--- src/core/dummy_unused_none.sv ---
`timescale 1ns/100ps

--- src/core/wbt_pkg.sv ---
package wbt_pkg;

   localparam int ADDR_W = 16;
   localparam int DATA_W = 16;
   localparam int COLUMN_WORDS = 16;
   localparam int RANGE_COUNT = 16;
   localparam int SECS_W = 27;
   localparam logic [SECS_W-1:0] SEC_PER_HOUR = 27'h0000E10;
   localparam logic [SECS_W-1:0] SEC_PER_MIN = 27'h000003C;
   localparam logic [3:0] LAST_COLUMN = 4'hF;
   localparam logic [4:0] LAST_TABLE_WORD = 5'h1F;

   typedef enum logic [2:0] {
      WBT_COLUMN_TO_WORD_OP = 3'b000,
      WBT_WORD_TO_COLUMN_OP = 3'b001,
      WBT_HMS_TO_SECONDS_OP = 3'b010,
      WBT_SECONDS_TO_HMS_OP = 3'b011,
      WBT_SET_BIT_COUNT_OP = 3'b100,
      WBT_RANGE_TABLE_COMPARE_OP = 3'b101
   } wbt_op_t;

   typedef enum logic [1:0] {
      WBT_ST_IDLE = 2'b00,
      WBT_ST_READ = 2'b01,
      WBT_ST_TAKE = 2'b10,
      WBT_ST_WRITE = 2'b11
   } wbt_state_t;

   typedef struct packed {
      logic start;
      wbt_op_t op;
      logic [ADDR_W-1:0] src_addr;
      logic [ADDR_W-1:0] dst_addr;
      logic [3:0] bit_sel;
      logic [DATA_W-1:0] value;
      logic [DATA_W-1:0] count;
   } wbt_cmd_t;

   typedef struct packed {
      logic [ADDR_W-1:0] addr;
      logic rd;
      logic wr;
      logic [DATA_W-1:0] wdata;
   } wbt_mem_req_t;

   typedef struct packed {
      wbt_state_t state;
      wbt_cmd_t cmd;
      logic [DATA_W-1:0] idx;
      logic [DATA_W-1:0] acc;
      logic [DATA_W-1:0] lo;
      logic [DATA_W-1:0] hi;
      logic [DATA_W-1:0] lower;
      logic pre;
      wbt_mem_req_t mem;
      logic busy;
      logic done;
   } wbt_state_reg_t;

endpackage

--- src/core/wbt_unit.sv ---
`timescale 1ns/100ps

// Behaviour
// - column op reads bit from 16 words
// - first source word lands in bit 00
// - word op spreads bits over 16 words
// - source bit 00 to first destination word
// - hms pair converted to seconds pair
// - seconds pair converted to hms pair
// - total set bits written to result word
// - scan exactly the given word count
// - compare value against 16 table ranges
// - in-range sets matching result bit
module wbt_unit (
   input wire logic core_clk_i,
   input wire logic rst_n_i,
   input wire wbt_pkg::wbt_cmd_t cmd_i,
   input wire logic [wbt_pkg::DATA_W-1:0] mem_rdata_i,
   output wbt_pkg::wbt_mem_req_t mem_o,
   output logic busy_o,
   output logic done_o
);

   ////////////////////////////////////////////////////////////////////////////
   function automatic logic [wbt_pkg::SECS_W-1:0] bcd_to_bin(input logic [31:0] b);
      logic [wbt_pkg::SECS_W-1:0] r;
      r = '0;
      for (int i = 7; i >= 0; i--) begin
         r = wbt_pkg::SECS_W'(r * 27'h000000A) + wbt_pkg::SECS_W'(b[i*4 +: 4]);
      end
      return r;
   endfunction

   // shift-add-3; digits above 9 cannot arise for values below 10^8
   function automatic logic [31:0] bin_to_bcd(input logic [wbt_pkg::SECS_W-1:0] v);
      logic [31:0] d;
      d = '0;
      for (int i = wbt_pkg::SECS_W - 1; i >= 0; i--) begin
         for (int j = 0; j < 8; j++) begin
            if (d[j*4 +: 4] >= 4'h5) begin
               d[j*4 +: 4] = 4'(d[j*4 +: 4] + 4'h3);
            end
         end
         d = {d[30:0], v[i]};
      end
      return d;
   endfunction

   ////////////////////////////////////////////////////////////////////////////
   wbt_pkg::wbt_state_reg_t st_reg;
   wbt_pkg::wbt_state_reg_t st_next;
   logic col_bit;
   logic range_hit;
   logic [wbt_pkg::SECS_W-1:0] hms_secs;
   logic [wbt_pkg::SECS_W-1:0] sth_secs;
   logic [wbt_pkg::SECS_W-1:0] sth_hours;
   logic [wbt_pkg::SECS_W-1:0] sth_rem;
   logic [31:0] hts_bcd;
   logic [31:0] hour_bcd;
   logic [31:0] min_bcd;
   logic [31:0] sec_bcd;
   localparam int DATA_W_CNT = wbt_pkg::DATA_W;

   assign col_bit = mem_rdata_i[st_reg.cmd.bit_sel];
   // lower limit was taken on the previous table word of this pair
   assign range_hit = (st_reg.lower <= st_reg.cmd.value) && (mem_rdata_i >= st_reg.cmd.value);

   // time words: low word is MMSS, high word is hours, all BCD
   assign hms_secs = wbt_pkg::SECS_W'(bcd_to_bin({16'h0000, mem_rdata_i}) * wbt_pkg::SEC_PER_HOUR)
      + wbt_pkg::SECS_W'(bcd_to_bin({24'h000000, st_reg.lo[15:8]}) * wbt_pkg::SEC_PER_MIN)
      + bcd_to_bin({24'h000000, st_reg.lo[7:0]});
   assign hts_bcd = bin_to_bcd(hms_secs);
   assign sth_secs = bcd_to_bin({mem_rdata_i, st_reg.lo});
   assign sth_hours = sth_secs / wbt_pkg::SEC_PER_HOUR;
   assign sth_rem = sth_secs % wbt_pkg::SEC_PER_HOUR;
   assign hour_bcd = bin_to_bcd(sth_hours);
   assign min_bcd = bin_to_bcd(sth_rem / wbt_pkg::SEC_PER_MIN);
   assign sec_bcd = bin_to_bcd(sth_rem % wbt_pkg::SEC_PER_MIN);

   ////////////////////////////////////////////////////////////////////////////
   always_comb begin
      st_next = st_reg;
      st_next.done = 1'b0;
      st_next.mem.rd = 1'b0;
      st_next.mem.wr = 1'b0;
      case (st_reg.state)
         wbt_pkg::WBT_ST_IDLE: begin
            if (cmd_i.start && (cmd_i.op <= wbt_pkg::WBT_RANGE_TABLE_COMPARE_OP)) begin
               st_next.cmd = cmd_i;
               st_next.idx = '0;
               st_next.acc = '0;
               st_next.lo = '0;
               st_next.pre = (cmd_i.op == wbt_pkg::WBT_WORD_TO_COLUMN_OP);
               st_next.busy = 1'b1;
               if ((cmd_i.op == wbt_pkg::WBT_SET_BIT_COUNT_OP) && (cmd_i.count == '0)) begin
                  st_next.state = wbt_pkg::WBT_ST_WRITE;
                  st_next.mem.wr = 1'b1;
                  st_next.mem.addr = cmd_i.dst_addr;
                  st_next.mem.wdata = '0;
               end else begin
                  st_next.state = wbt_pkg::WBT_ST_READ;
                  st_next.mem.rd = 1'b1;
                  st_next.mem.addr = cmd_i.src_addr;
               end
            end
         end
         wbt_pkg::WBT_ST_READ: begin
            st_next.state = wbt_pkg::WBT_ST_TAKE;
         end
         wbt_pkg::WBT_ST_TAKE: begin
            st_next.state = wbt_pkg::WBT_ST_READ;
            st_next.mem.rd = 1'b1;
            st_next.idx = st_reg.idx + 16'h0001;
            st_next.mem.addr = st_reg.cmd.src_addr + st_next.idx;
            case (st_reg.cmd.op)
               wbt_pkg::WBT_COLUMN_TO_WORD_OP: begin
                  st_next.acc[st_reg.idx[3:0]] = col_bit;
                  if (st_reg.idx[3:0] == wbt_pkg::LAST_COLUMN) begin
                     st_next.idx = st_reg.idx;
                     st_next.state = wbt_pkg::WBT_ST_WRITE;
                     st_next.mem.rd = 1'b0;
                     st_next.mem.wr = 1'b1;
                     st_next.mem.addr = st_reg.cmd.dst_addr;
                     st_next.mem.wdata = st_next.acc;
                  end
               end
               wbt_pkg::WBT_WORD_TO_COLUMN_OP: begin
                  if (st_reg.pre) begin
                     st_next.pre = 1'b0;
                     st_next.acc = mem_rdata_i;
                     st_next.idx = st_reg.idx;
                     st_next.mem.addr = st_reg.cmd.dst_addr;
                  end else begin
                     // read-modify-write keeps the other fifteen bits of each word
                     st_next.idx = st_reg.idx;
                     st_next.state = wbt_pkg::WBT_ST_WRITE;
                     st_next.mem.rd = 1'b0;
                     st_next.mem.wr = 1'b1;
                     st_next.mem.addr = st_reg.cmd.dst_addr + st_reg.idx;
                     st_next.mem.wdata = mem_rdata_i;
                     st_next.mem.wdata[st_reg.cmd.bit_sel] = st_reg.acc[st_reg.idx[3:0]];
                  end
               end
               wbt_pkg::WBT_HMS_TO_SECONDS_OP, wbt_pkg::WBT_SECONDS_TO_HMS_OP: begin
                  if (st_reg.idx == '0) begin
                     st_next.lo = mem_rdata_i;
                  end else begin
                     st_next.state = wbt_pkg::WBT_ST_WRITE;
                     st_next.mem.rd = 1'b0;
                     st_next.mem.wr = 1'b1;
                     st_next.mem.addr = st_reg.cmd.dst_addr;
                     st_next.pre = 1'b1;
                     if (st_reg.cmd.op == wbt_pkg::WBT_HMS_TO_SECONDS_OP) begin
                        st_next.lo = hts_bcd[15:0];
                        st_next.hi = hts_bcd[31:16];
                     end else begin
                        st_next.lo = {min_bcd[7:0], sec_bcd[7:0]};
                        st_next.hi = hour_bcd[15:0];
                     end
                     st_next.mem.wdata = st_next.lo;
                  end
               end
               wbt_pkg::WBT_SET_BIT_COUNT_OP: begin
                  st_next.acc = st_reg.acc + DATA_W_CNT'($countones(mem_rdata_i));
                  if (st_next.idx == st_reg.cmd.count) begin
                     st_next.state = wbt_pkg::WBT_ST_WRITE;
                     st_next.mem.rd = 1'b0;
                     st_next.mem.wr = 1'b1;
                     st_next.mem.addr = st_reg.cmd.dst_addr;
                     st_next.mem.wdata = st_next.acc;
                  end
               end
               default: begin
                  // range k: lower at start+2k, upper at start+2k+1
                  if (!st_reg.idx[0]) begin
                     st_next.lower = mem_rdata_i;
                  end else begin
                     st_next.acc[st_reg.idx[4:1]] = range_hit;
                  end
                  if (st_reg.idx[4:0] == wbt_pkg::LAST_TABLE_WORD) begin
                     st_next.idx = st_reg.idx;
                     st_next.state = wbt_pkg::WBT_ST_WRITE;
                     st_next.mem.rd = 1'b0;
                     st_next.mem.wr = 1'b1;
                     st_next.mem.addr = st_reg.cmd.dst_addr;
                     st_next.mem.wdata = st_next.acc;
                  end
               end
            endcase
         end
         default: begin
            st_next.state = wbt_pkg::WBT_ST_IDLE;
            st_next.busy = 1'b0;
            st_next.done = 1'b1;
            if ((st_reg.cmd.op == wbt_pkg::WBT_WORD_TO_COLUMN_OP)
                  && (st_reg.idx[3:0] != wbt_pkg::LAST_COLUMN)) begin
               st_next.idx = st_reg.idx + 16'h0001;
               st_next.state = wbt_pkg::WBT_ST_READ;
               st_next.mem.rd = 1'b1;
               st_next.mem.addr = st_reg.cmd.dst_addr + st_next.idx;
               st_next.busy = 1'b1;
               st_next.done = 1'b0;
            end else if (st_reg.pre) begin
               st_next.pre = 1'b0;
               st_next.state = wbt_pkg::WBT_ST_WRITE;
               st_next.mem.wr = 1'b1;
               st_next.mem.addr = st_reg.cmd.dst_addr + 16'h0001;
               st_next.mem.wdata = st_reg.hi;
               st_next.busy = 1'b1;
               st_next.done = 1'b0;
            end
         end
      endcase
   end

   always_ff @(posedge core_clk_i) begin
      if (!rst_n_i) begin
         st_reg <= '0;
      end else begin
         st_reg <= st_next;
      end
   end

   assign mem_o = st_reg.mem;
   assign busy_o = st_reg.busy;
   assign done_o = st_reg.done;

   logic [3:0] take_col;
   logic [3:0] take_range;
   logic take_ctw;
   logic take_odd_cmp;
   assign take_col = st_reg.idx[3:0];
   assign take_range = st_reg.idx[4:1];
   assign take_ctw = (st_reg.state == wbt_pkg::WBT_ST_TAKE)
      && (st_reg.cmd.op == wbt_pkg::WBT_COLUMN_TO_WORD_OP);
   assign take_odd_cmp = (st_reg.state == wbt_pkg::WBT_ST_TAKE) && st_reg.idx[0]
      && (st_reg.cmd.op == wbt_pkg::WBT_RANGE_TABLE_COMPARE_OP);
endmodule // wbt_unit

--- config.mk ---
export PLATFORM = sky130hd
export DESIGN_NAME = wbt_unit
export DESIGN_NICKNAME = d
export VERILOG_FILES = /design/src/core/dummy_unused_none.sv /design/src/core/wbt_pkg.sv /design/src/core/wbt_unit.sv
export SDC_FILE = /design/constraint.sdc
export NUM_CORES = 2
export LEC_CHECK = 0
export BUFFER_PORTS_ARGS = -buffer_cell sky130_fd_sc_hd__buf_2
export CORE_ASPECT_RATIO = 0.9
export CORE_MARGIN = 1.5
export CORE_UTILIZATION = 60
export CTS_CLUSTER_SIZE = 20
export DETAILED_ROUTE_END_ITERATION = 6
export MAX_ROUTING_LAYER = met4
export PLACE_DENSITY = 0.88
export SETUP_SLACK_MARGIN = 0.02
export SLEW_MARGIN = 20
export SYNTH_ARGS = -nofsm -noshare
export SYNTH_HDL_FRONTEND = slang
export SYNTH_SLANG_ARGS = --single-unit
--- constraint.sdc ---
create_clock -name core_clk_i -period 72.7 [get_ports core_clk_i]
set_input_delay 10.905 -clock core_clk_i [delete_from_list [all_inputs] [get_ports core_clk_i]]
set_output_delay 10.905 -clock core_clk_i [all_outputs]
set_load 0.05 [all_outputs]
==> impl_metrics.ini <==
[flow_run]
timing.max_cap.violations = 0

[clocking]
clock_tree.buffer_depth = 2
clk_pin_slew_ns = 0.07
cts_setup_buffers = 0
post_cts_resize_count = 0
cts.hold.buffers_added = 0
ctsHtreeMaxLevel = 4
clk_root_buf = sky130_fd_sc_hd__clkbuf_16
clock_insertion_delay_worst_skew_ns = 0.46
cts_tree = built
cts-buffers-inserted = 17
clock_sink_count = 190

[finish]
num-nets-final = 7839
largest_register_ff_count = 154
final_util = 0.630
final_layout_size_suffix_gt1_frac = 0.0640
area_delta_synth_final_pct = 3.90

[setup_path]
critical_path.reg2reg.startpoint = st_reg[83]
register_to_register_setup_slack_ns = 40.76
cpPeakStageDelay_ns = 0.82
worst_setup_path_startpoint = mem_rdata_i[15]
crit_path_max_fanout = 12
worstSetupEndpointType = flop
critPathMostFrequentCell = sky130_fd_sc_hd__ha_1
critPathLaunchType = primary input
worst_ep_required_time_ns = 73.09
cpMaxStageDelayCell = sky130_fd_sc_hd__nor3_1
rr_endpoint = st_reg[70]
crit_arrival_ns = 46.69
worstSetupPathType = primary input to flop
worstRegToRegCells = 156

[routing]
remaining_drc_errors = 0
drt.antenna.violating_nets = 0
first_pass_iteration_count_of_the_detailed_router = 7
route.top_layer_used = met4
routed-wl-met3_um = 11000
wl_per_cell_um = 17.3
drt_iter0_markers = 4555
route.met2.wl_um = 63200
route.layer.met1.wl_um = 60200
via_per_instance_ratio = 6.26
detailroute.via_count = 50200
total_wirelength_um = 139000

[timing]
finalSetupViolCount = 0
maxSlewViolCount = 0
fin_crit_ns = 46.30
fmax_mhz = 21.6
tightestPinTransition_ns = 1.23
period_utilization = 0.637
fin_skew_ns = 0.0159
final-hold-violation-count = 0
final.setup.tns_ns = 0
slew_headroom = 0.174
grt_setup_unrepaired = no

[place]
port-buffer-count = 125
dp_hpwl_um = 112000
gp_congestion = 1.01

[die]
starting_density = 0.606
dieArea_mm2 = 0.0869
floorplan.die.width_um = 311
fp-row-count = 101
die_height_um = 280
design.portCount = 126
core_mm2 = 0.0843

[synthesis]
synth_area_per_cell_um2 = 7.40
synthMostInstantiatedCell = sky130_fd_sc_hd__ha_1
count_of_flip_flops_with_a_built_in_enable_after_synthesis = 0
async_flop_share = 0
post-synth-top-area-cell = sky130_fd_sc_hd__ha_1
netlist_top_cells_area = sky130_fd_sc_hd__ha_1, sky130_fd_sc_hd__dfxtp_1, sky130_fd_sc_hd__xnor2_1
ys_ff_latch = 190
synth.lib_cells_used.distinct = 143
synth_top_cell_area_share = 0.192
yosysWarnings = 0
synth_commonest_cells = sky130_fd_sc_hd__ha_1, sky130_fd_sc_hd__nand2_1, sky130_fd_sc_hd__inv_1
synthesis.area_mm2 = 0.0511
ys_seq_area_frac = 0.0744
synthCells = 6904
postSynth.topFlopCell = sky130_fd_sc_hd__dfxtp_1

[grt]
grt_pass1_vias = 47600
antenna_violations_before_repair = 1
globalRoute.totalOverflow = 0
grt_pass1_wl_um = 229000
grt_max_degree = 74
grt_util_all_layers = 0.317

[hold_path]
worstHoldStart = st_reg[52]
number_of_cells_traversed_by_the_worst_hold_path = 2
min_delay_worst_endpoint = st_reg[52]
min_path_type = flop to flop

[run_status]
run_status = completed
worst max-delay path, delay by kind of cell:
kind,cells,cell delay [ns]
AND/OR/NAND/NOR,28,8.35
adder cells (fa/ha/maj),18,5.91
multiplexers,3,1.08
XOR/XNOR,14,4.21
AO/OA/AOI/OAI,52,15.38
buffers and inverters,6,0.75
area by class of cell:
cell class | instances | area [µm²]
Sequential cell | 190 | 3800
Clock buffer | 18 | 439
Inverter | 603 | 2270
Antenna cell | 1 | 2.50
Fill cell | 7269 | 31200
Timing Repair Buffer | 152 | 831
Multi-Input combinational cell | 5920 | 44200
Tap cell | 1133 | 1420
Clock inverter | 13 | 154
cell families (layout without fill, tap and decap cells):
kind of cell / count (synthesis) / count (layout) / share of synthesized area
AO/OA/AOI/OAI: 1963 / 1963 / 0.255
multiplexers: 404 / 404 / 0.0846
flip-flops: 190 / 190 / 0.0744
adder cells (fa/ha/maj): 867 / 867 / 0.224
AND/OR/NAND/NOR: 2129 / 2129 / 0.206
buffers and inverters: 830 / 786 / 0.0645
other: 2 / 39 / 0.000147
XOR/XNOR: 519 / 519 / 0.0908
how the worst max path moves through the flow:
stage,end,slack (ns),cells past startpoint
6_report,mem_o[4],26.40,121
5_1_grt,mem_o[4],23.22,121
4_1_cts,mem_o[4],26.89,122
3_5_place_dp,mem_o[4],26.58,121
3_3_place_gp,mem_o[4],27.45,119
2_1_floorplan,mem_o[4],31.47,123
stage by stage:
step | hold WS (ns) | area, µm² | worst slack, ns | instances
after floorplan | 0.432 | 51200 | 31.47 | 6940
after global placement | 0.445 | 52500 | 27.45 | 7998
after detailed placement | 0.454 | 52500 | 26.58 | 7998
after CTS | 0.465 | 53100 | 26.89 | 8029
after global routing | 0.483 | 53100 | 23.22 | 8030
final | 0.462 | 53100 | 26.40 | 8030
placed cells by master, fill, tap and decap left out, types with 38 or more instances in the layout:
cell type / n
sky130_fd_sc_hd__a211oi_1: 70
sky130_fd_sc_hd__a21boi_0: 120
sky130_fd_sc_hd__a21o_1: 106
sky130_fd_sc_hd__a21oi_1: 530
sky130_fd_sc_hd__a31oi_1: 54
sky130_fd_sc_hd__and2_1: 66
sky130_fd_sc_hd__and3_1: 70
sky130_fd_sc_hd__buf_2: 124
sky130_fd_sc_hd__conb_1: 38
sky130_fd_sc_hd__dfxtp_1: 190
sky130_fd_sc_hd__fa_1: 81
sky130_fd_sc_hd__ha_1: 784
sky130_fd_sc_hd__inv_1: 595
sky130_fd_sc_hd__mux2_2: 98
sky130_fd_sc_hd__mux2i_1: 288
sky130_fd_sc_hd__nand2_1: 620
sky130_fd_sc_hd__nand2b_1: 156
sky130_fd_sc_hd__nand3_1: 131
sky130_fd_sc_hd__nor2_1: 519
sky130_fd_sc_hd__nor2b_1: 161
sky130_fd_sc_hd__nor3_1: 121
sky130_fd_sc_hd__nor4_1: 43
sky130_fd_sc_hd__o211ai_1: 84
sky130_fd_sc_hd__o21a_1: 86
sky130_fd_sc_hd__o21ai_0: 388
sky130_fd_sc_hd__o21ai_1: 43
sky130_fd_sc_hd__o21bai_1: 68
sky130_fd_sc_hd__xnor2_1: 356
sky130_fd_sc_hd__xor2_1: 156
per-layer routing:
layer / GRT usage / up-vias
met4: 0.105 / 0
met1: 0.400 / 23500
li1: - / 24500
met2: 0.520 / 1881
met5: - / -
met3: 0.0453 / 367
Power is left out: the tool's default activity adds up to more than one toggle a clock period on the data nets, which glitch-free logic cannot reach.
